[config.mk]
export PLATFORM = sky130hd
export DESIGN_NAME = aqt_status_tracker
export DESIGN_NICKNAME = d
export VERILOG_FILES = /design/src/hw/aqt_pkg.sv /design/src/hw/aqt_status_tracker.sv
export SDC_FILE = /design/constraint.sdc
export NUM_CORES = 1
export LEC_CHECK = 0
export BUFFER_PORTS_ARGS = -buffer_cell sky130_fd_sc_hd__buf_2
export CAP_MARGIN = 15
export CORE_MARGIN = 2
export CORE_UTILIZATION = 55
export CTS_CLUSTER_DIAMETER = 120
export DETAILED_ROUTE_END_ITERATION = 10
export HOLD_SLACK_MARGIN = 0.05
export PLACE_DENSITY = 0.78
export SYNTH_ARGS = -nofsm -noshare
export SYNTH_HDL_FRONTEND = slang
export SYNTH_SLANG_ARGS = --single-unit
[constraint.sdc]
create_clock -name i_clock -period 2.49 [get_ports i_clock]
set_clock_uncertainty 0.1 [all_clocks]
set_input_delay 0.3735 -clock i_clock [delete_from_list [all_inputs] [get_ports i_clock]]
set_output_delay 0.3735 -clock i_clock [all_outputs]
set_load 0.02 [all_outputs]
[src/hw/aqt_pkg.sv]
// Purpose: shared constants, types and mode decode for the queue status tracker
// Assumes: one 16-bit register port, word addressed
// Notes:   converter clock is the block clock
package aqt_pkg;

    // register port
    localparam int          DATA_W        = 16;
    localparam int          ADDR_W        = 2;
    localparam logic [1:0]  ADDR_STATUS   = 2'h0;
    localparam logic [1:0]  ADDR_CTRL1    = 2'h1;
    localparam logic [1:0]  ADDR_CTRL2    = 2'h2;

    // status layout: six flags at the top, then state field, then pointer
    localparam int          FLAG_LSB      = 10;
    localparam int          QS_LSB        = 6;
    localparam int          CWP_LSB       = 0;
    localparam logic [15:0] STATUS_RESET  = 16'h0000;

    // flag vector index, bit 5 maps to status bit 15
    localparam int          F_CF1         = 5;
    localparam int          F_PF1         = 4;
    localparam int          F_CF2         = 3;
    localparam int          F_PF2         = 2;
    localparam int          F_FIRST_QUEUE_OVERRUN_FLAG        = 1;
    localparam int          F_SECOND_QUEUE_OVERRUN_FLAG        = 0;

    // control layout
    localparam int          BIT_CIE       = 15;
    localparam int          BIT_PIE       = 14;
    localparam int          MODE_LSB      = 8;
    localparam int          BIT_RESUME    = 7;
    localparam logic [15:0] CTRL1_RESET   = 16'h0000;
    localparam logic [15:0] CTRL2_RESET   = 16'h007f;

    // operating modes
    localparam logic [4:0]  MODE_DISABLED = 5'h00;
    localparam logic [4:0]  MODE_SW_SS    = 5'h01;
    localparam logic [4:0]  MODE_SW_CS    = 5'h11;
    localparam logic [4:0]  MODE_GATE_SS  = 5'h06;
    localparam logic [4:0]  MODE_GATE_CS  = 5'h16;
    localparam logic [4:0]  MODE_RSV_A    = 5'h0f;
    localparam logic [4:0]  MODE_RSV_B    = 5'h10;
    localparam logic [4:0]  MODE_RSV_C    = 5'h1f;

    // command memory
    localparam logic [5:0]  END_CHAN      = 6'h3f;
    localparam logic [5:0]  LAST_SLOT     = 6'h3f;

    // timing, in converter clock cycles
    localparam logic [1:0]  RETRIG_CYCLES = 2'd2;
    localparam logic [1:0]  PEND_CYCLES   = 2'd2;

    typedef enum logic [1:0] {
        Q1_IDLE   = 2'b00,
        Q1_ACTIVE = 2'b01,
        Q1_PAUSED = 2'b10
    } aqt_q1_state_t;

    typedef enum logic [2:0] {
        Q2_IDLE      = 3'b000,
        Q2_ACTIVE    = 3'b001,
        Q2_PAUSED    = 3'b010,
        Q2_SUSPENDED = 3'b011,
        Q2_PENDING   = 3'b100
    } aqt_q2_state_t;

    typedef struct packed {
        logic       done;
        logic [5:0] index;
        logic [5:0] chan;
        logic       pause;
    } aqt_ccw_evt_t;

    typedef struct packed {
        logic              wr;
        logic              rd;
        logic [ADDR_W-1:0] addr;
        logic [DATA_W-1:0] wdata;
    } aqt_bus_req_t;

    function automatic logic aqt_is_sw(input logic [4:0] m);
        return (m == MODE_SW_SS) || (m == MODE_SW_CS);
    endfunction : aqt_is_sw

    function automatic logic aqt_is_gated(input logic [4:0] m, input logic first);
        return first && ((m == MODE_GATE_SS) || (m == MODE_GATE_CS));
    endfunction : aqt_is_gated

    function automatic logic aqt_is_valid(input logic [4:0] m);
        return (m != MODE_DISABLED) && (m != MODE_RSV_A) && (m != MODE_RSV_B) && (m != MODE_RSV_C);
    endfunction : aqt_is_valid

endpackage : aqt_pkg

[src/hw/aqt_status_tracker.sv]
// Purpose: flag, state and pointer tracking for a two-queue conversion scheduler
// Assumes: all inputs synchronous to i_clock; i_ccw.done pulses once per finished word
// Notes:   queue 1 preempts queue 2; gated modes exist for queue 1 only
//
// How it works
// - flags clear on written zero, ones ignored
// - state field and pointer ignore writes
// - stop mode resets whole status register
// - end at second start, end code, last slot
// - pause flag parks queue until next trigger
// - pause on final word completes, idle unless continuous
// - software modes retrigger after two cycles
// - gate closing early sets pause flag
// - gated modes ignore word pause bits
// - pause flag updates regardless of enables
// - no overrun in software trigger modes
// - trigger during execution sets overrun only
// - extra queue 1 triggers are discarded
// - second gated end sets overrun flag
// - idle when disabled, reserved or waiting
// - never both queues active together
// - paused queue waits; queue 2 may run
// - queue 1 trigger suspends running queue 2
// - queue 2 trigger under queue 1 pends
// - pending lingers few cycles before active
// - pointer holds pause word until trigger
// - pointer marks end-code word; 0 after last slot, bq2 at second start
// - done flag and enable raise request
// - resume point latched at end or mode change
`timescale 1ns/1ns
`default_nettype none

module aqt_status_tracker
    import aqt_pkg::*;
(
    // clock and reset
    input  wire logic          i_clock,
    input  wire logic          i_rst_n,
    // register port
    input  wire aqt_bus_req_t  i_bus,
    output logic [DATA_W-1:0]  o_rdata,
    // converter side
    input  wire logic          i_stop,
    input  wire logic          i_trig1,
    input  wire logic          i_trig2,
    input  wire logic          i_gate1,
    input  wire aqt_ccw_evt_t  i_ccw,
    // scheduler control
    output logic               o_run_q1,
    output logic               o_run_q2,
    output logic               o_abort_q2,
    output logic               o_q2_resume_aborted,
    // requests
    output logic               o_done_req1,
    output logic               o_done_req2,
    output logic               o_pause_req1,
    output logic               o_pause_req2
);

    aqt_q1_state_t     q1_reg,      q1_next;
    aqt_q2_state_t     q2_reg,      q2_next;
    logic [5:0]        flags_reg,   flags_next;
    logic [5:0]        cwp_reg,     cwp_next;
    logic [15:0]       ctrl1_reg;
    logic [15:0]       ctrl2_reg;
    logic [15:0]       rdata_reg;
    logic [1:0]        rt_cnt_reg;
    logic [1:0]        pend_cnt_reg;
    logic              gate_prev_reg;
    logic              seen_reg;
    logic              resume_reg;

    // decode
    wire        wr_status  = i_bus.wr && (i_bus.addr == ADDR_STATUS);
    wire        wr_ctrl1   = i_bus.wr && (i_bus.addr == ADDR_CTRL1);
    wire        wr_ctrl2   = i_bus.wr && (i_bus.addr == ADDR_CTRL2);
    wire [4:0]  mode1      = ctrl1_reg[MODE_LSB +: 5];
    wire [4:0]  mode2      = ctrl2_reg[MODE_LSB +: 5];
    wire [6:0]  bq2        = ctrl2_reg[6:0];
    wire        valid1     = aqt_is_valid(mode1);
    wire        valid2     = aqt_is_valid(mode2);
    wire        sw1        = aqt_is_sw(mode1);
    wire        sw2        = aqt_is_sw(mode2);
    wire        gated1     = aqt_is_gated(mode1, 1'b1);
    wire        gcont1     = gated1 && mode1[4];
    wire        q1_act     = (q1_reg == Q1_ACTIVE);
    wire        q2_act     = (q2_reg == Q2_ACTIVE);
    wire        rt_busy    = (rt_cnt_reg != 2'd0);
    wire        gate_rise  = i_gate1 && !gate_prev_reg;
    wire        gate_fall  = !i_gate1 && gate_prev_reg;

    // queue 1 starts from idle on its trigger, or on gate opening in gated modes
    wire        start_evt1 = gated1 ? gate_rise : i_trig1;
    wire        q1_start   = valid1 && start_evt1 && (q1_reg != Q1_ACTIVE);
    wire        q1_busy    = q1_act || q1_start;

    // completed word of the running queue
    wire        evt1       = i_ccw.done && q1_act && !rt_busy;
    wire        evt2       = i_ccw.done && q2_act && !rt_busy;
    wire        evt_any    = evt1 || evt2;
    wire        is_end_ch  = (i_ccw.chan == END_CHAN);
    wire        is_last    = (i_ccw.index == LAST_SLOT);
    wire        hit_bq2    = (({1'b0, i_ccw.index} + 7'd1) == bq2);
    wire        end_of_list_code        = is_end_ch || is_last || (evt1 && hit_bq2);
    wire        pause_hit  = i_ccw.pause && !(evt1 && gated1);
    wire        evt_sw     = evt1 ? sw1 : sw2;
    wire        retrig     = evt_any && !end_of_list_code && pause_hit && evt_sw;
    wire        pause_stop = evt_any && !end_of_list_code && pause_hit && !evt_sw;
    wire        gate_early = q1_act && gated1 && gate_fall;

    // continuous software and gated modes keep running past the end
    wire        keep1      = (mode1 == MODE_SW_CS) || (gcont1 && i_gate1);
    wire        keep2      = (mode2 == MODE_SW_CS);
    wire        second_eoq = evt1 && end_of_list_code && gcont1 && seen_reg && flags_reg[F_CF1];

    // flag set and clear vectors
    logic [5:0] flag_set;
    wire  [5:0] flag_clr = wr_status ? ~i_bus.wdata[FLAG_LSB +: 6] : 6'h00;

    always_comb
    begin
        flag_set         = 6'h00;
        flag_set[F_CF1]  = evt1 && end_of_list_code && !second_eoq;
        flag_set[F_CF2]  = evt2 && end_of_list_code;
        flag_set[F_PF1]  = (evt1 && pause_hit) || gate_early;
        flag_set[F_PF2]  = evt2 && pause_hit;
        // overrun for edge or timer triggers and for a second gated end; the trigger itself is dropped
        flag_set[F_FIRST_QUEUE_OVERRUN_FLAG] = (i_trig1 && q1_act && valid1 && !sw1 && !gated1) || second_eoq;
        flag_set[F_SECOND_QUEUE_OVERRUN_FLAG] = i_trig2 && q2_act && !sw2;
    end

    // set is ORed after the clear so a same-cycle event survives
    assign flags_next = (flags_reg & ~flag_clr) | flag_set;

    // pointer moves only on completed words, never on writes
    always_comb
    begin
        cwp_next = cwp_reg;
        if (evt_any)
        begin
            if (end_of_list_code && !is_end_ch && is_last)
                cwp_next = 6'h00;
            else if (evt1 && end_of_list_code && !is_end_ch && hit_bq2)
                cwp_next = bq2[5:0];
            else
                cwp_next = i_ccw.index;
        end
    end

    always_comb
    begin
        q1_next = q1_reg;
        if (!valid1)
            q1_next = Q1_IDLE;
        else
        begin
            case (q1_reg)
                Q1_IDLE:
                    if (q1_start)
                        q1_next = Q1_ACTIVE;
                Q1_PAUSED:
                    if (q1_start)
                        q1_next = Q1_ACTIVE;
                Q1_ACTIVE:
                    if (gate_early)
                        q1_next = Q1_IDLE;
                    else if (evt1 && end_of_list_code && !keep1)
                        q1_next = Q1_IDLE;
                    else if (evt1 && pause_stop)
                        q1_next = Q1_PAUSED;
                default:
                    q1_next = Q1_IDLE;
            endcase
        end
    end

    wire pend_done = (pend_cnt_reg == 2'd0) && !q1_busy;

    always_comb
    begin
        q2_next = q2_reg;
        if (!valid2)
            q2_next = Q2_IDLE;
        else
        begin
            case (q2_reg)
                Q2_IDLE, Q2_PAUSED:
                    if (i_trig2)
                        q2_next = q1_busy ? Q2_PENDING : Q2_ACTIVE;
                Q2_ACTIVE:
                    if (q1_start)
                        q2_next = Q2_SUSPENDED;
                    else if (evt2 && end_of_list_code && !keep2)
                        q2_next = Q2_IDLE;
                    else if (evt2 && pause_stop)
                        q2_next = Q2_PAUSED;
                Q2_SUSPENDED:
                    if (!q1_busy)
                        q2_next = Q2_ACTIVE;
                Q2_PENDING:
                    if (pend_done)
                        q2_next = Q2_ACTIVE;
                default:
                    q2_next = Q2_IDLE;
            endcase
        end
    end

    // state field: queue 1 state in the high two bits; low two bits code queue 2, suspended reads as active
    function automatic logic [3:0] aqt_qs_code(input aqt_q1_state_t a, input aqt_q2_state_t b);
        logic [1:0] lo;
        lo = 2'b00;
        case (b)
            Q2_PAUSED:    lo = 2'b01;
            Q2_SUSPENDED: lo = 2'b10;
            Q2_ACTIVE:    lo = 2'b10;
            Q2_PENDING:   lo = 2'b11;
            default:      lo = 2'b00;
        endcase
        return {a, lo};
    endfunction : aqt_qs_code

    wire [15:0] status_word = {flags_reg, aqt_qs_code(q1_reg, q2_reg), cwp_reg};
    wire [15:0] rd_mux      = (i_bus.addr == ADDR_STATUS) ? status_word :
                              (i_bus.addr == ADDR_CTRL1)  ? ctrl1_reg   :
                              (i_bus.addr == ADDR_CTRL2)  ? ctrl2_reg   : 16'h0000;

    // status and sequencing; stop mode acts like a synchronous reset here
    always_ff @(posedge i_clock or negedge i_rst_n)
    begin
        if (!i_rst_n)
        begin
            flags_reg <= STATUS_RESET[FLAG_LSB +: 6];
            cwp_reg   <= STATUS_RESET[CWP_LSB +: 6];
            q1_reg    <= Q1_IDLE;
            q2_reg    <= Q2_IDLE;
        end
        else if (i_stop)
        begin
            flags_reg <= STATUS_RESET[FLAG_LSB +: 6];
            cwp_reg   <= STATUS_RESET[CWP_LSB +: 6];
            q1_reg    <= Q1_IDLE;
            q2_reg    <= Q2_IDLE;
        end
        else
        begin
            flags_reg <= flags_next;
            cwp_reg   <= cwp_next;
            q1_reg    <= q1_next;
            q2_reg    <= q2_next;
        end
    end

    // counters and gate tracking
    always_ff @(posedge i_clock or negedge i_rst_n)
    begin
        if (!i_rst_n)
        begin
            rt_cnt_reg    <= 2'd0;
            pend_cnt_reg  <= PEND_CYCLES;
            gate_prev_reg <= 1'b0;
            seen_reg      <= 1'b0;
        end
        else if (i_stop)
        begin
            rt_cnt_reg    <= 2'd0;
            pend_cnt_reg  <= PEND_CYCLES;
            gate_prev_reg <= 1'b0;
            seen_reg      <= 1'b0;
        end
        else
        begin
            rt_cnt_reg    <= retrig ? RETRIG_CYCLES : (rt_busy ? rt_cnt_reg - 2'd1 : 2'd0);
            pend_cnt_reg  <= (q2_reg == Q2_PENDING && !q1_busy && pend_cnt_reg != 2'd0) ?
                             pend_cnt_reg - 2'd1 : ((q2_reg == Q2_PENDING && !q1_busy) ? 2'd0 : PEND_CYCLES);
            gate_prev_reg <= i_gate1;
            seen_reg      <= i_gate1 && gcont1 && (seen_reg || (evt1 && end_of_list_code));
        end
    end

    // software registers; a new queue 2 mode also latches the resume point
    always_ff @(posedge i_clock or negedge i_rst_n)
    begin
        if (!i_rst_n)
        begin
            ctrl1_reg  <= CTRL1_RESET;
            ctrl2_reg  <= CTRL2_RESET;
            resume_reg <= CTRL2_RESET[BIT_RESUME];
            rdata_reg  <= 16'h0000;
        end
        else
        begin
            if (wr_ctrl1)
                ctrl1_reg <= i_bus.wdata;
            if (wr_ctrl2)
                ctrl2_reg <= i_bus.wdata;
            if ((wr_ctrl2 && i_bus.wdata[MODE_LSB +: 5] != mode2) || (evt2 && end_of_list_code))
                resume_reg <= wr_ctrl2 ? i_bus.wdata[BIT_RESUME] : ctrl2_reg[BIT_RESUME];
            rdata_reg <= i_bus.rd ? rd_mux : 16'h0000;
        end
    end

    assign o_rdata             = rdata_reg;
    assign o_run_q1            = q1_act && !rt_busy;
    assign o_run_q2            = q2_act && !rt_busy;
    assign o_abort_q2          = q2_act && q1_start;
    assign o_q2_resume_aborted = resume_reg;
    assign o_done_req1         = flags_reg[F_CF1] && ctrl1_reg[BIT_CIE];
    assign o_done_req2         = flags_reg[F_CF2] && ctrl2_reg[BIT_CIE];
    assign o_pause_req1        = flags_reg[F_PF1] && ctrl1_reg[BIT_PIE];
    assign o_pause_req2        = flags_reg[F_PF2] && ctrl2_reg[BIT_PIE];
endmodule : aqt_status_tracker

`default_nettype wire

Word-level counts from Yosys, hierarchy flattened. Index checks and enable logic that the tools add are counted.

Bits in registers: 72. Input bits: 40. Output and inout port bits: 24. Logic and storage cells: 191.

Add/sub/neg operators: 3. Equality and inequality tests: 31. Mux-type cells: 39. Bitwise gates (word level): 4. Reductions and logical operators: 102.

Operators by type and width (number): $mux W16 (4); $logic_and A1 B1 Y1 (62); $mux W6 (6); $mux W3 (9); $mux W2 (12); $ne A5 B5 Y1 const B (4); $eq A5 B5 Y1 const B (3); $logic_not A1 Y1 (14); $eq A6 B6 Y1 const B (2); $logic_or A1 B1 Y1 (12); $ne A4 B4 Y1 const B (3); $ne A6 B3 Y1 const B (2); $not A6 Y6 (2); $pmux W3 S4 (1); $eq A5 B1 Y1 const B (2); $ne A5 B4 Y1 const B (2); $reduce_bool A5 Y1 (2); $add A6 B1 Y7 const B (1); $eq A7 B7 Y1 (1); $and A6 B6 Y6 (1); $eq A3 B2 Y1 const B (2); $logic_not A2 Y1 (3); $or A6 B6 Y6 (1); $pmux W2 S3 (1); other kinds (16) (27).

Longest topological paths before layout. Gate-level depths: netlist of run 1.

Depth in word-level cells: 16. Mapped depth: 8. Mapped depth without buffers: 7.

Worst setup path after synthesis of run 1. OpenSTA, ideal clock, no wires.

Path kind: reg-to-reg. Start point: reg q1_reg[1]. End point: reg resume_reg (netlist: o_q2_resume_aborted). Setup time: 125 ps. Data arrival time: 2151 ps. Required time: 2265 ps. Slack: 114 ps. Stages on the path, launching flop included: 9. Path buffers: 2. Period minus slack after synthesis: 2376 ps. Cell sequence: dfrtp_1 nor4b_4 and2_1 buf_6 o2111ai_2 o21ba_1 buf_6 o22ai_1 mux2_2.

Cells in the longest elaborated chain, start to end: 7.

RTL lines: start, declared (RTL line aqt_status_tracker.sv:60) `aqt_q1_state_t q1_reg, q1_next;`; start signal, assigned (RTL line aqt_status_tracker.sv:249) `q1_reg <= q1_next;`; $eq A2 B1 Y1 (RTL line aqt_status_tracker.sv:86) `wire q1_act = (q1_reg == Q1_ACTIVE);`; $logic_and A1 B1 Y1 (2 in series) (RTL line aqt_status_tracker.sv:98) `wire evt1 = i_ccw.done && q1_act && !rt_busy;`; $logic_and A1 B1 Y1 (RTL line aqt_status_tracker.sv:104) `wire end_of_list_code = is_end_ch || is_last || (evt1 && hit_bq2);`; $logic_or A1 B1 Y1 (RTL line aqt_status_tracker.sv:104); $logic_and A1 B1 Y1 (RTL line aqt_status_tracker.sv:297) `if ((wr_ctrl2 && i_bus.wdata[MODE_LSB +: 5] != mode2) || (evt2 && end_of_list_code))`; $logic_or A1 B1 Y1 (RTL line aqt_status_tracker.sv:297); end signal, assigned (RTL line aqt_status_tracker.sv:288) `resume_reg <= CTRL2_RESET[BIT_RESUME];`; end signal, assigned (RTL line aqt_status_tracker.sv:298) `resume_reg <= wr_ctrl2 ? i_bus.wdata[BIT_RESUME] : ctrl2_reg[BIT_RESUME];`; end, declared (RTL line aqt_status_tracker.sv:71) `logic resume_reg;`.

Every way passes these cells. A chain may end at the register's enable or synchronous reset.

Worst setup path in the final report of run 1.
Start point: reg q1_reg[1]. End point: reg cwp_reg[4].

Cells in the longest elaborated chain, start to end: 12. Elaborated cells on any way between the ends: 16. Classes of those cells: 1 x eq/ne; 4 x mux; 11 x reduce/logical.

RTL lines: $eq A2 B1 Y1 (*) (RTL line aqt_status_tracker.sv:86); $logic_and A1 B1 Y1 (*) (2 in series) (RTL line aqt_status_tracker.sv:98); $logic_and A1 B1 Y1 (RTL line aqt_status_tracker.sv:104); $logic_or A1 B1 Y1 (RTL line aqt_status_tracker.sv:104); $logic_and A1 B1 Y1 (3 in series) (RTL line aqt_status_tracker.sv:143) `else if (evt1 && end_of_list_code && !is_end_ch && hit_bq2)`; $mux W6 (RTL line aqt_status_tracker.sv:143); $mux W6 (RTL line aqt_status_tracker.sv:141) `if (end_of_list_code && !is_end_ch && is_last)`; $mux W6 (RTL line aqt_status_tracker.sv:139) `if (evt_any)`; $mux W6 (RTL line aqt_status_tracker.sv:238) `else if (i_stop)`; end signal, assigned (RTL line aqt_status_tracker.sv:234) `cwp_reg <= STATUS_RESET[CWP_LSB +: 6];`; end signal, assigned (RTL line aqt_status_tracker.sv:241) `cwp_reg <= STATUS_RESET[CWP_LSB +: 6];`; end signal, assigned (RTL line aqt_status_tracker.sv:248) `cwp_reg <= cwp_next;`; end, declared (RTL line aqt_status_tracker.sv:63) `logic [5:0] cwp_reg, cwp_next;`.

Mark *: on every way between the ends. The rest lies on a longest branch, timed or not. The select of a mux whose other input is x is not followed.

==> results.sh, run 1 <==
export IMPL_place_hpwl_um=6960
export IMPL_postCtsSetupBuffers=0
export IMPL_antenna_cells_inserted=0
export IMPL_post_route_period_util_pct=96.1
export IMPL_clk_pin_slew_ps=80
export IMPL_grt_first_pass_wirelength_um=15900
export IMPL_required_ps=2650
export IMPL_seq_power_share_pct=42.9
export IMPL_critical_path_endpoint_type="flop"
export IMPL_leading_cell_type_in_the_layout_fill_and_taps_excluded="dfrtp_1"
export IMPL_synth_cell_types=61
export IMPL_io_pins=64
export IMPL_arrival_ps=2550
export IMPL_clock_buffer_count_from_cts=9
export IMPL_route_detailed_vias_per_inst=6.07
export IMPL_post_drt_wl_per_cell_um=18.4
export IMPL_die_width_um=87.5
export IMPL_final_cells=530
export IMPL_route_antenna_remaining_nets=0
export IMPL_total_die_area_um2=7660
export IMPL_synth_avg_cell_area_um2=10.4
export IMPL_synth_cells=368
export IMPL_sw_frac_of_total_pct=32.3
export IMPL_cell_internal_pwr_w=0.00240
export IMPL_fmax_ghz=0.418
export IMPL_met3RoutedLength_um=648
export IMPL_grt_overflow_total=0
export IMPL_net_switching_power_w=0.00114
export IMPL_max_vdd_ir_drop_uv=409
export IMPL_max_cap_viol_count=0
export IMPL_slew_at_the_pin_with_the_worst_max_slew_slack_ps=496
export IMPL_hold_viol_final=0
export IMPL_hold_class="input port to flop"
export IMPL_asyncSetResetFlopFracSynth_pct=100
export IMPL_routabilityCongestion=0.906
export IMPL_ctsLongestPathBuffers=2
export IMPL_relSlewSlack_pct=66.8
export IMPL_synth_seq_cells=72
export IMPL_grt_max_degree=73
export IMPL_filler_cells_inserted=535
export IMPL_power_density_cell_area_nw_per_um2=775
export IMPL_report_final_slew_viol_count=0
export IMPL_chipHeight_um=87.5
export IMPL_period_minus_slack_ps=2390
export IMPL_timing_critical_path_fanout_max=7
export IMPL_share_clk_of_total_power_pct=29.6
export IMPL_fin_hold_ws_ps=175
export IMPL_numPortBuffers=63
export IMPL_cts_tree="built"
export IMPL_route_vias_total=3216
export IMPL_outcome="finished, final reports clean"
export IMPL_most_used_flip_flop_cell_after_synthesis="dfrtp_1"
export IMPL_synth_enable_flop_cells=0
export IMPL_synth_nets=410
export IMPL_htree_levels=3
export IMPL_root_buffer="clkbuf_8"
export IMPL_initialDrtViolationCount=307
export IMPL_firstDrtPassIters=5
export IMPL_fraction_of_layout_instances_using_a_drive_strength_above_1_pct=32.2
export IMPL_dp_cells=513
export IMPL_finalNetCount=487
export IMPL_via_count_of_the_first_global_routing_pass=3276
export IMPL_cts_sinks=72
export IMPL_row_count=30
export IMPL_clock_latency_ps=350
export IMPL_setup_worst_path_start_class="flop"
export IMPL_total_wire_length_after_detailed_routing_um=9760
export IMPL_number_of_antenna_violations_at_the_first_check_in_global_routing=0
export IMPL_seq_area_frac_synth_pct=47.2
export IMPL_coreArea_um2=6760
export IMPL_synth_warning_count=0
export IMPL_route_detailed_drc=0
export IMPL_met1Wirelength_um=4260
export IMPL_finalSetupViolCount=0
export IMPL_sum_of_met2_wire_segment_lengths_after_detailed_routing_um=4570
export IMPL_pwr_share_comb_pct=27.6
export IMPL_register_area_um2=1810
export IMPL_route_top_layer_used="met4"
export IMPL_synth_cell_area_um2=3840
export IMPL_total_negative_slack_ps=0
export IMPL_power_leakage_nw=2.13
export IMPL_grt_util_all_layers_pct=27.4
export IMPL_criticalPathCategory="flop to flop"
export IMPL_area_growth_syn_to_layout_pct=18.9
export IMPL_rsz_0062_raised_after_global_routing="no"
export IMPL_multi_input_logic_area_um2=1920
export IMPL_layout_cells_most_common_list="dfrtp_1 (64), buf_2 (63), nand2_1 (33), o21ai_0 (33), mux2_2 (33)"
export IMPL_floorplan_initialDensity_pct=56.8
-- cells by family (layout without fill, tap and decap cells) --
| logic type | count (synthesis) | count (layout) | share of synthesized area, % |
|---|---|---|---|
| fa+ha+maj | 2 | 2 | 0.652 |
| flops | 72 | 72 | 47.2 |
| mux | 54 | 54 | 15.3 |
| xor+xnor | 14 | 14 | 3.20 |
| compound gates | 76 | 76 | 12.8 |
| buf+inv | 25 | 107 | 2.90 |
| simple gates | 125 | 125 | 18.0 |
-- worst paths after layout --
| check | start | endpoint | slack [ps] | cells after the start |
|---|---|---|---|---|
| worst max-delay path | q1_reg[1] | cwp_reg[4] | 100 | 6 |
| worst min-delay path | i_bus[0] | ctrl1_reg[0] | 170 | 2 |
| worst max register to register | q1_reg[1] | cwp_reg[4] | 100 | 6 |
| worst min register to register | pend_cnt_reg[0] | pend_cnt_reg[0] | 340 | 1 |
| max in group asynchronous | i_rst_n | ctrl2_reg[5] | 1470 | 3 |
| min in group asynchronous | i_rst_n | q2_reg[0] | 480 | 3 |
-- cells in the mapped netlist (8+ instances only) --
cell / n / area, um^2
nor3_1: 10 / 50.1
inv_1: 8 / 30.0
nand3_1: 9 / 45.0
dfrtp_1: 64 / 1600
xnor2_1: 9 / 78.8
dfstp_2: 8 / 210
and2_1: 21 / 131
nand2_1: 33 / 124
clkbuf_1: 11 / 41.3
a21oi_1: 9 / 45.0
mux2_2: 33 / 372
o21ai_0: 33 / 165
nor2_1: 14 / 52.6
mux2i_1: 20 / 200
-- layout make-up --
type,count,area share (%)
multi-input cells,271,42.1
repair buffers,83,10.5
inverters,8,0.658
flip-flops and latches,72,39.7
clock inverters,5,1.78
well taps,80,2.19
clock buffers,11,3.10
-- metrics by stage --
stage	power [W]	util, %	area [um^2]	setup slack [ps]
floorplan	0.00214	-	3840	114
global placement	0.00245	64.0	4330	154
detailed placement	0.00249	64.0	4330	107
CTS	0.00353	67.5	4560	113
global route	0.00371	67.6	4560	0.414
finish	0.00354	67.6	4560	97.4
-- power groups by stage --
stage          clock network [W]  logic (W)  registers, W
4_1_cts                  0.00105   0.000966       0.00151
3_3_place_gp                   0   0.000929       0.00152
5_1_grt                  0.00110    0.00107       0.00154
3_5_place_dp                   0   0.000958       0.00153
2_1_floorplan                  0   0.000610       0.00152
6_report                 0.00105   0.000975       0.00152
-- routing by layer --
layer	vias up	GRT usage (%)
li1	1482	-
met1	1559	37.6
met2	141	42.6
met3	34	4.52
met4	0	13.4
met5	-	0
-- what timing repair did --
item | CTS | global route
endpoints found under the setup margin | 0 | 2
gates resized for setup | 0 | 2
hold endpoints to repair | 64 | 0
hold buffers | 1 | 0
-- critical path, cell delays in order (launching register included) --
cell and delay, ps:
dfrtp_1 450, nor4b_4 310, and2_1 340, o2111ai_2 210
a2111o_1 540, mux2i_1 170, o21ai_0 180
Note: power is estimated with default switching activity, not from simulation.
==> run 2, diff against run 1 <==
--- a/config.mk
+++ b/config.mk
@@ -7,12 +7,14 @@
 export LEC_CHECK = 0
 export BUFFER_PORTS_ARGS = -buffer_cell sky130_fd_sc_hd__buf_2
 export CAP_MARGIN = 15
+export CELL_PAD_IN_SITES_DETAIL_PLACEMENT = 1
+export CELL_PAD_IN_SITES_GLOBAL_PLACEMENT = 2
 export CORE_MARGIN = 2
-export CORE_UTILIZATION = 55
+export CORE_UTILIZATION = 36
 export CTS_CLUSTER_DIAMETER = 120
 export DETAILED_ROUTE_END_ITERATION = 10
 export HOLD_SLACK_MARGIN = 0.05
-export PLACE_DENSITY = 0.78
+export PLACE_DENSITY_LB_ADDON = 0.1
 export SYNTH_ARGS = -nofsm -noshare
 export SYNTH_HDL_FRONTEND = slang
 export SYNTH_SLANG_ARGS = --single-unit
==> results.sh, run 2 (same netlist as run 1, synthesis figures left out) <==
export IMPL_antenna_cells_inserted=0
export IMPL_cts_tree="built"
export IMPL_via_count_of_the_first_global_routing_pass=3339
export IMPL_critical_path_endpoint_type="primary output"
export IMPL_globalRoute_busiestLayer="met2"
export IMPL_arrival_ps=1920
export IMPL_clock_latency_ps=350
export IMPL_power_density_cell_area_nw_per_um2=723
export IMPL_clock_buffer_count_from_cts=9
export IMPL_grt_util_all_layers_pct=21.1
export IMPL_slowest_delay_ps=450
export IMPL_timing_critical_path_fanout_max=7
export IMPL_crit_buf_inv=2
export IMPL_report_final_slew_viol_count=0
export IMPL_htree_levels=3
export IMPL_setup_worst_path_start_class="flop"
export IMPL_initialDrtViolationCount=111
export IMPL_power_leakage_nw=2.14
export IMPL_crit_cells=5
export IMPL_register_area_um2=1810
export IMPL_use_met3_pct=4.38
export IMPL_route_vias_total=3123
export IMPL_reg2reg_depth=6
export IMPL_finalNetCount=492
export IMPL_route_detailed_drc=0
export IMPL_ctsLongestPathBuffers=2
export IMPL_finalSetupViolCount=0
export IMPL_post_route_period_util_pct=95.9
export IMPL_fmax_ghz=0.419
export IMPL_place_hpwl_um=8410
export IMPL_row_count=37
export IMPL_clk_pin_slew_ps=80
export IMPL_route_detailed_vias_per_inst=5.28
export IMPL_numPortBuffers=63
export IMPL_area_growth_syn_to_layout_pct=20.7
export IMPL_placed_area_um2=4450
export IMPL_firstDrtPassIters=4
export IMPL_critical_path_launch_point="ctrl1_reg[11]"
export IMPL_outcome="finished, final reports clean"
export IMPL_route_antenna_remaining_nets=0
export IMPL_grt_first_pass_wirelength_um=18300
export IMPL_grt_max_degree=29
export IMPL_relSlewSlack_pct=56.6
export IMPL_critPathTopFamily="simple AND/OR/NAND/NOR gates"
export IMPL_rsz_0062_raised_after_global_routing="no"
export IMPL_required_ps=2020
export IMPL_root_buffer="clkbuf_8"
export IMPL_total_die_area_um2=11500
export IMPL_stdcell_area_um2=4630
export IMPL_hold_class="input port to flop"
export IMPL_slew_at_the_pin_with_the_worst_max_slew_slack_ps=651
export IMPL_crit_chain="and4bb_2 > mux2i_2 > buf_4 > nor4_2 > buf_2"
export IMPL_floorplan_initialDensity_pct=37.2
export IMPL_cts_sinks=72
export IMPL_period_minus_slack_ps=2390
export IMPL_critical_path_slowest_cell="dfrtp_1"
export IMPL_grt_use_met2_pct=32.1
export IMPL_grt_overflow_total=0
export IMPL_post_drt_wl_per_cell_um=18.7
export IMPL_overall_power_w=0.00335
export IMPL_io_pins=64
export IMPL_crit_end="o_abort_q2"
export IMPL_total_wire_length_after_detailed_routing_um=11100
export IMPL_die_width_um=107
export IMPL_met1_usage_pct=30.5
export IMPL_max_cap_viol_count=0
export IMPL_reg2reg_from="q1_reg[1]"
export IMPL_layout_cells_most_common_list="dfrtp_1 (64), buf_2 (63), nand2_1 (33), o21ai_0 (33), mux2_2 (33)"
export IMPL_leading_cell_type_in_the_layout_fill_and_taps_excluded="dfrtp_1"
export IMPL_regToRegSetupSlack_ps=210
export IMPL_coreArea_um2=10300
export IMPL_total_negative_slack_ps=0
export IMPL_fraction_of_layout_instances_using_a_drive_strength_above_1_pct=33.4
export IMPL_number_of_antenna_violations_at_the_first_check_in_global_routing=0
export IMPL_regToRegEndpoint="cwp_reg[1]"
export IMPL_multi_input_logic_area_um2=1930
export IMPL_hold_viol_final=0
export IMPL_max_vdd_ir_drop_uv=328
export IMPL_filler_cells_inserted=1211
export IMPL_routabilityCongestion=0.827
export IMPL_chipHeight_um=107
export IMPL_criticalPathCategory="flop to primary output"
run 2: worst min-delay path by stage:
stage          startpoint      endpoint  slack [ps]  depth (start not counted)
2_1_floorplan     i_rst_n  ctrl1_reg[0]         -20                          0
3_3_place_gp      i_rst_n    o_rdata[0]         320                          1
3_5_place_dp      i_rst_n    o_rdata[0]         330                          1
4_1_cts          i_bus[1]  ctrl1_reg[1]         150                          2
5_1_grt          i_bus[0]  ctrl2_reg[0]         150                          2
6_report         i_bus[1]  ctrl1_reg[1]         160                          2
run 2: worst reg2reg max path, delay by kind of cell, from the launching register on:
family | cells | cell delay, ps
AOI/OAI and AO/OA | 3 | 820
DFF | 1 | 460
and+or+nand+nor | 2 | 550
muxes | 1 | 240
run 2: where the power goes:
group | internal [W] | switching (W) | total, W
clock network | 0.000357 | 0.000466 | 0.000823
registers | 0.00136 | 0.000179 | 0.00154
logic | 0.000460 | 0.000524 | 0.000985
total | 0.00218 | 0.00117 | 0.00335
run 2: stage by stage:
step           worst slack [ps]  hold slack [ps]  utilization, %  cells
6_report                    102              161            44.9    591
5_1_grt                    6.80              154            44.9    591
4_1_cts                    34.1              148            44.8    591
3_5_place_dp               26.0              330            43.1    574
3_3_place_gp                117              320            43.1    574
2_1_floorplan               114            -22.1               -    368
run 2: what timing repair did:
item / CTS / global route
endpoints found under the hold margin: 18 / 0
hold buffers: 1 / 0
resized for setup: 0 / 3
setup endpoints to repair: 0 / 4
setup buffers: 0 / 0
run 2: cell type report:
cell class / instances / share of cell area [%]
clock inverter: 6 / 0.783
sequential: 72 / 39.1
timing repair buffer: 88 / 11.5
multi-input combinational: 271 / 41.6
inverter: 8 / 0.648
clock buffer: 10 / 2.75
tap: 136 / 3.67
run 2: layer usage:
metal	part of all wire, %	vias to the layer above
li1	-	1497
met1	51	1550
met2	44	69
met3	4.0	7
met4	0.86	0
met5	0	-
==> run 3, diff against run 2 <==
==> constraint.sdc (replaced) <==
create_clock -name i_clock -period 2.49 [get_ports i_clock]
set_clock_uncertainty 0.1 [all_clocks]
set_input_delay 0.249 -clock i_clock [delete_from_list [all_inputs] [get_ports i_clock]]
set_output_delay 0.249 -clock i_clock [all_outputs]
set_load 0.02 [all_outputs]
==> results.sh, run 3 (same netlist as run 1, synthesis figures left out) <==
export IMPL_total_die_area_um2=11500
export IMPL_report_final_slew_viol_count=0
export IMPL_critical_path_endpoint_type="primary output"
export IMPL_grt_overflow_total=0
export IMPL_clock_buffer_count_from_cts=9
export IMPL_grt_first_pass_wirelength_um=18600
export IMPL_leading_cell_type_in_the_layout_fill_and_taps_excluded="dfrtp_1"
export IMPL_fmax_ghz=0.435
export IMPL_place_hpwl_um=8290
export IMPL_finalNetCount=501
export IMPL_hold_class="input port to flop"
export IMPL_initialDrtViolationCount=104
export IMPL_io_pins=64
export IMPL_route_detailed_vias_per_inst=5.31
export IMPL_slew_at_the_pin_with_the_worst_max_slew_slack_ps=612
export IMPL_power_density_cell_area_nw_per_um2=755
export IMPL_timing_critical_path_fanout_max=7
export IMPL_row_count=37
export IMPL_postCtsSetupBuffers=0
export IMPL_hold_viol_final=0
export IMPL_number_of_antenna_violations_at_the_first_check_in_global_routing=0
export IMPL_routabilityCongestion=0.803
export IMPL_criticalPathCategory="flop to primary output"
export IMPL_total_negative_slack_ps=0
export IMPL_die_width_um=107
export IMPL_floorplan_initialDensity_pct=37.2
export IMPL_clock_latency_ps=360
export IMPL_area_growth_syn_to_layout_pct=23.8
export IMPL_total_wire_length_after_detailed_routing_um=11200
export IMPL_outcome="finished, final reports clean"
export IMPL_coreArea_um2=10300
export IMPL_ctsLongestPathBuffers=2
export IMPL_setup_worst_path_start_class="flop"
export IMPL_power_leakage_nw=2.19
export IMPL_via_count_of_the_first_global_routing_pass=3348
export IMPL_cts_sinks=72
export IMPL_period_minus_slack_ps=2300
export IMPL_firstDrtPassIters=4
export IMPL_chipHeight_um=107
export IMPL_timing_hold_worst_path_depth=2
export IMPL_max_vdd_ir_drop_uv=324
export IMPL_post_drt_wl_per_cell_um=18.6
export IMPL_reg2reg_depth=7
export IMPL_rsz_0062_raised_after_global_routing="no"
export IMPL_route_detailed_drc=0
export IMPL_clk_pin_slew_ps=80
export IMPL_required_ps=2140
export IMPL_root_buffer="clkbuf_8"
export IMPL_post_route_period_util_pct=92.3
export IMPL_max_cap_viol_count=0
export IMPL_layout_cells_most_common_list="dfrtp_1 (64), buf_2 (63), nand2_1 (33), o21ai_0 (33), mux2_2 (33)"
export IMPL_numPortBuffers=63
export IMPL_arrival_ps=1950
export IMPL_route_antenna_remaining_nets=0
export IMPL_htree_levels=3
export IMPL_postLayoutSetupSlackWorst_ps=191
export IMPL_fraction_of_layout_instances_using_a_drive_strength_above_1_pct=32.5
export IMPL_cts_tree="built"
export IMPL_finalSetupViolCount=0
export IMPL_route_vias_total=3184
export IMPL_grt_max_degree=26
export IMPL_grt_util_all_layers_pct=21.5
export IMPL_antenna_cells_inserted=0
export IMPL_relSlewSlack_pct=59.2
export IMPL_place_ws_ps=66.0
## run 3: final timing paths
check                      slack, ps         endpoint             from
setup / recovery                 190       o_abort_q2    ctrl1_reg[11]
hold / removal                    70     ctrl2_reg[6]         i_bus[6]
setup reg to reg                 220        q2_reg[0]    ctrl1_reg[11]
hold reg to reg                  330  pend_cnt_reg[0]  pend_cnt_reg[0]
max in group asynchronous       1320     ctrl2_reg[6]          i_rst_n
min in group asynchronous        330       o_rdata[0]          i_rst_n
## run 3: area by class of cell
class / count / area [um^2]
sequential: 72 / 1810
multi-input combinational: 271 / 1920
tap: 136 / 170
fill: 1190 / 5570
clock buffer: 11 / 131
inverter: 8 / 30.0
timing repair buffer: 97 / 606
clock inverter: 5 / 81.3
## run 3: critical path, cell delays in order (launching register included)
cell and delay (ps):
dfrtp_1 480, and4bb_2 310, mux2i_2 180, buf_4 160, nor4_1 250, buf_2 220
## run 3: stage by stage
step | hold WS [ps] | area (um^2) | total power, W | std cells | utilization [%]
2_1_floorplan | -147 | 3840 | 0.00214 | 368 | -
3_3_place_gp | 184 | 4440 | 0.00254 | 575 | 43.0
6_report | 72.9 | 4750 | 0.00359 | 600 | 46.0
4_1_cts | 53.5 | 4740 | 0.00362 | 600 | 46.0
5_1_grt | 71.4 | 4750 | 0.00382 | 600 | 46.0
3_5_place_dp | 187 | 4440 | 0.00256 | 575 | 43.0
## run 3: routing by layer
metal  up-vias  part of all wire (%)  GRT usage, %
li1       1511                     -             -
met1      1598                    51          31.9
met2        65                    44          32.1
met3        10                   3.5          3.40
met4         0                   1.3          6.68
met5         -                     0             0
## run 3: power breakdown
part / total (W) / internal (W) / switching [W] / leakage [nW]
Combinational: 0.000996 / 0.000472 / 0.000524 / 1.17
Clock: 0.00103 / 0.000565 / 0.000468 / 0.104
Sequential: 0.00156 / 0.00136 / 0.000194 / 0.909
## run 3: timing repair
action	CTS	global route
gates resized for setup	0	1
endpoints found under the hold margin	36	0
hold buffers	9	0
endpoints found under the setup margin	0	1
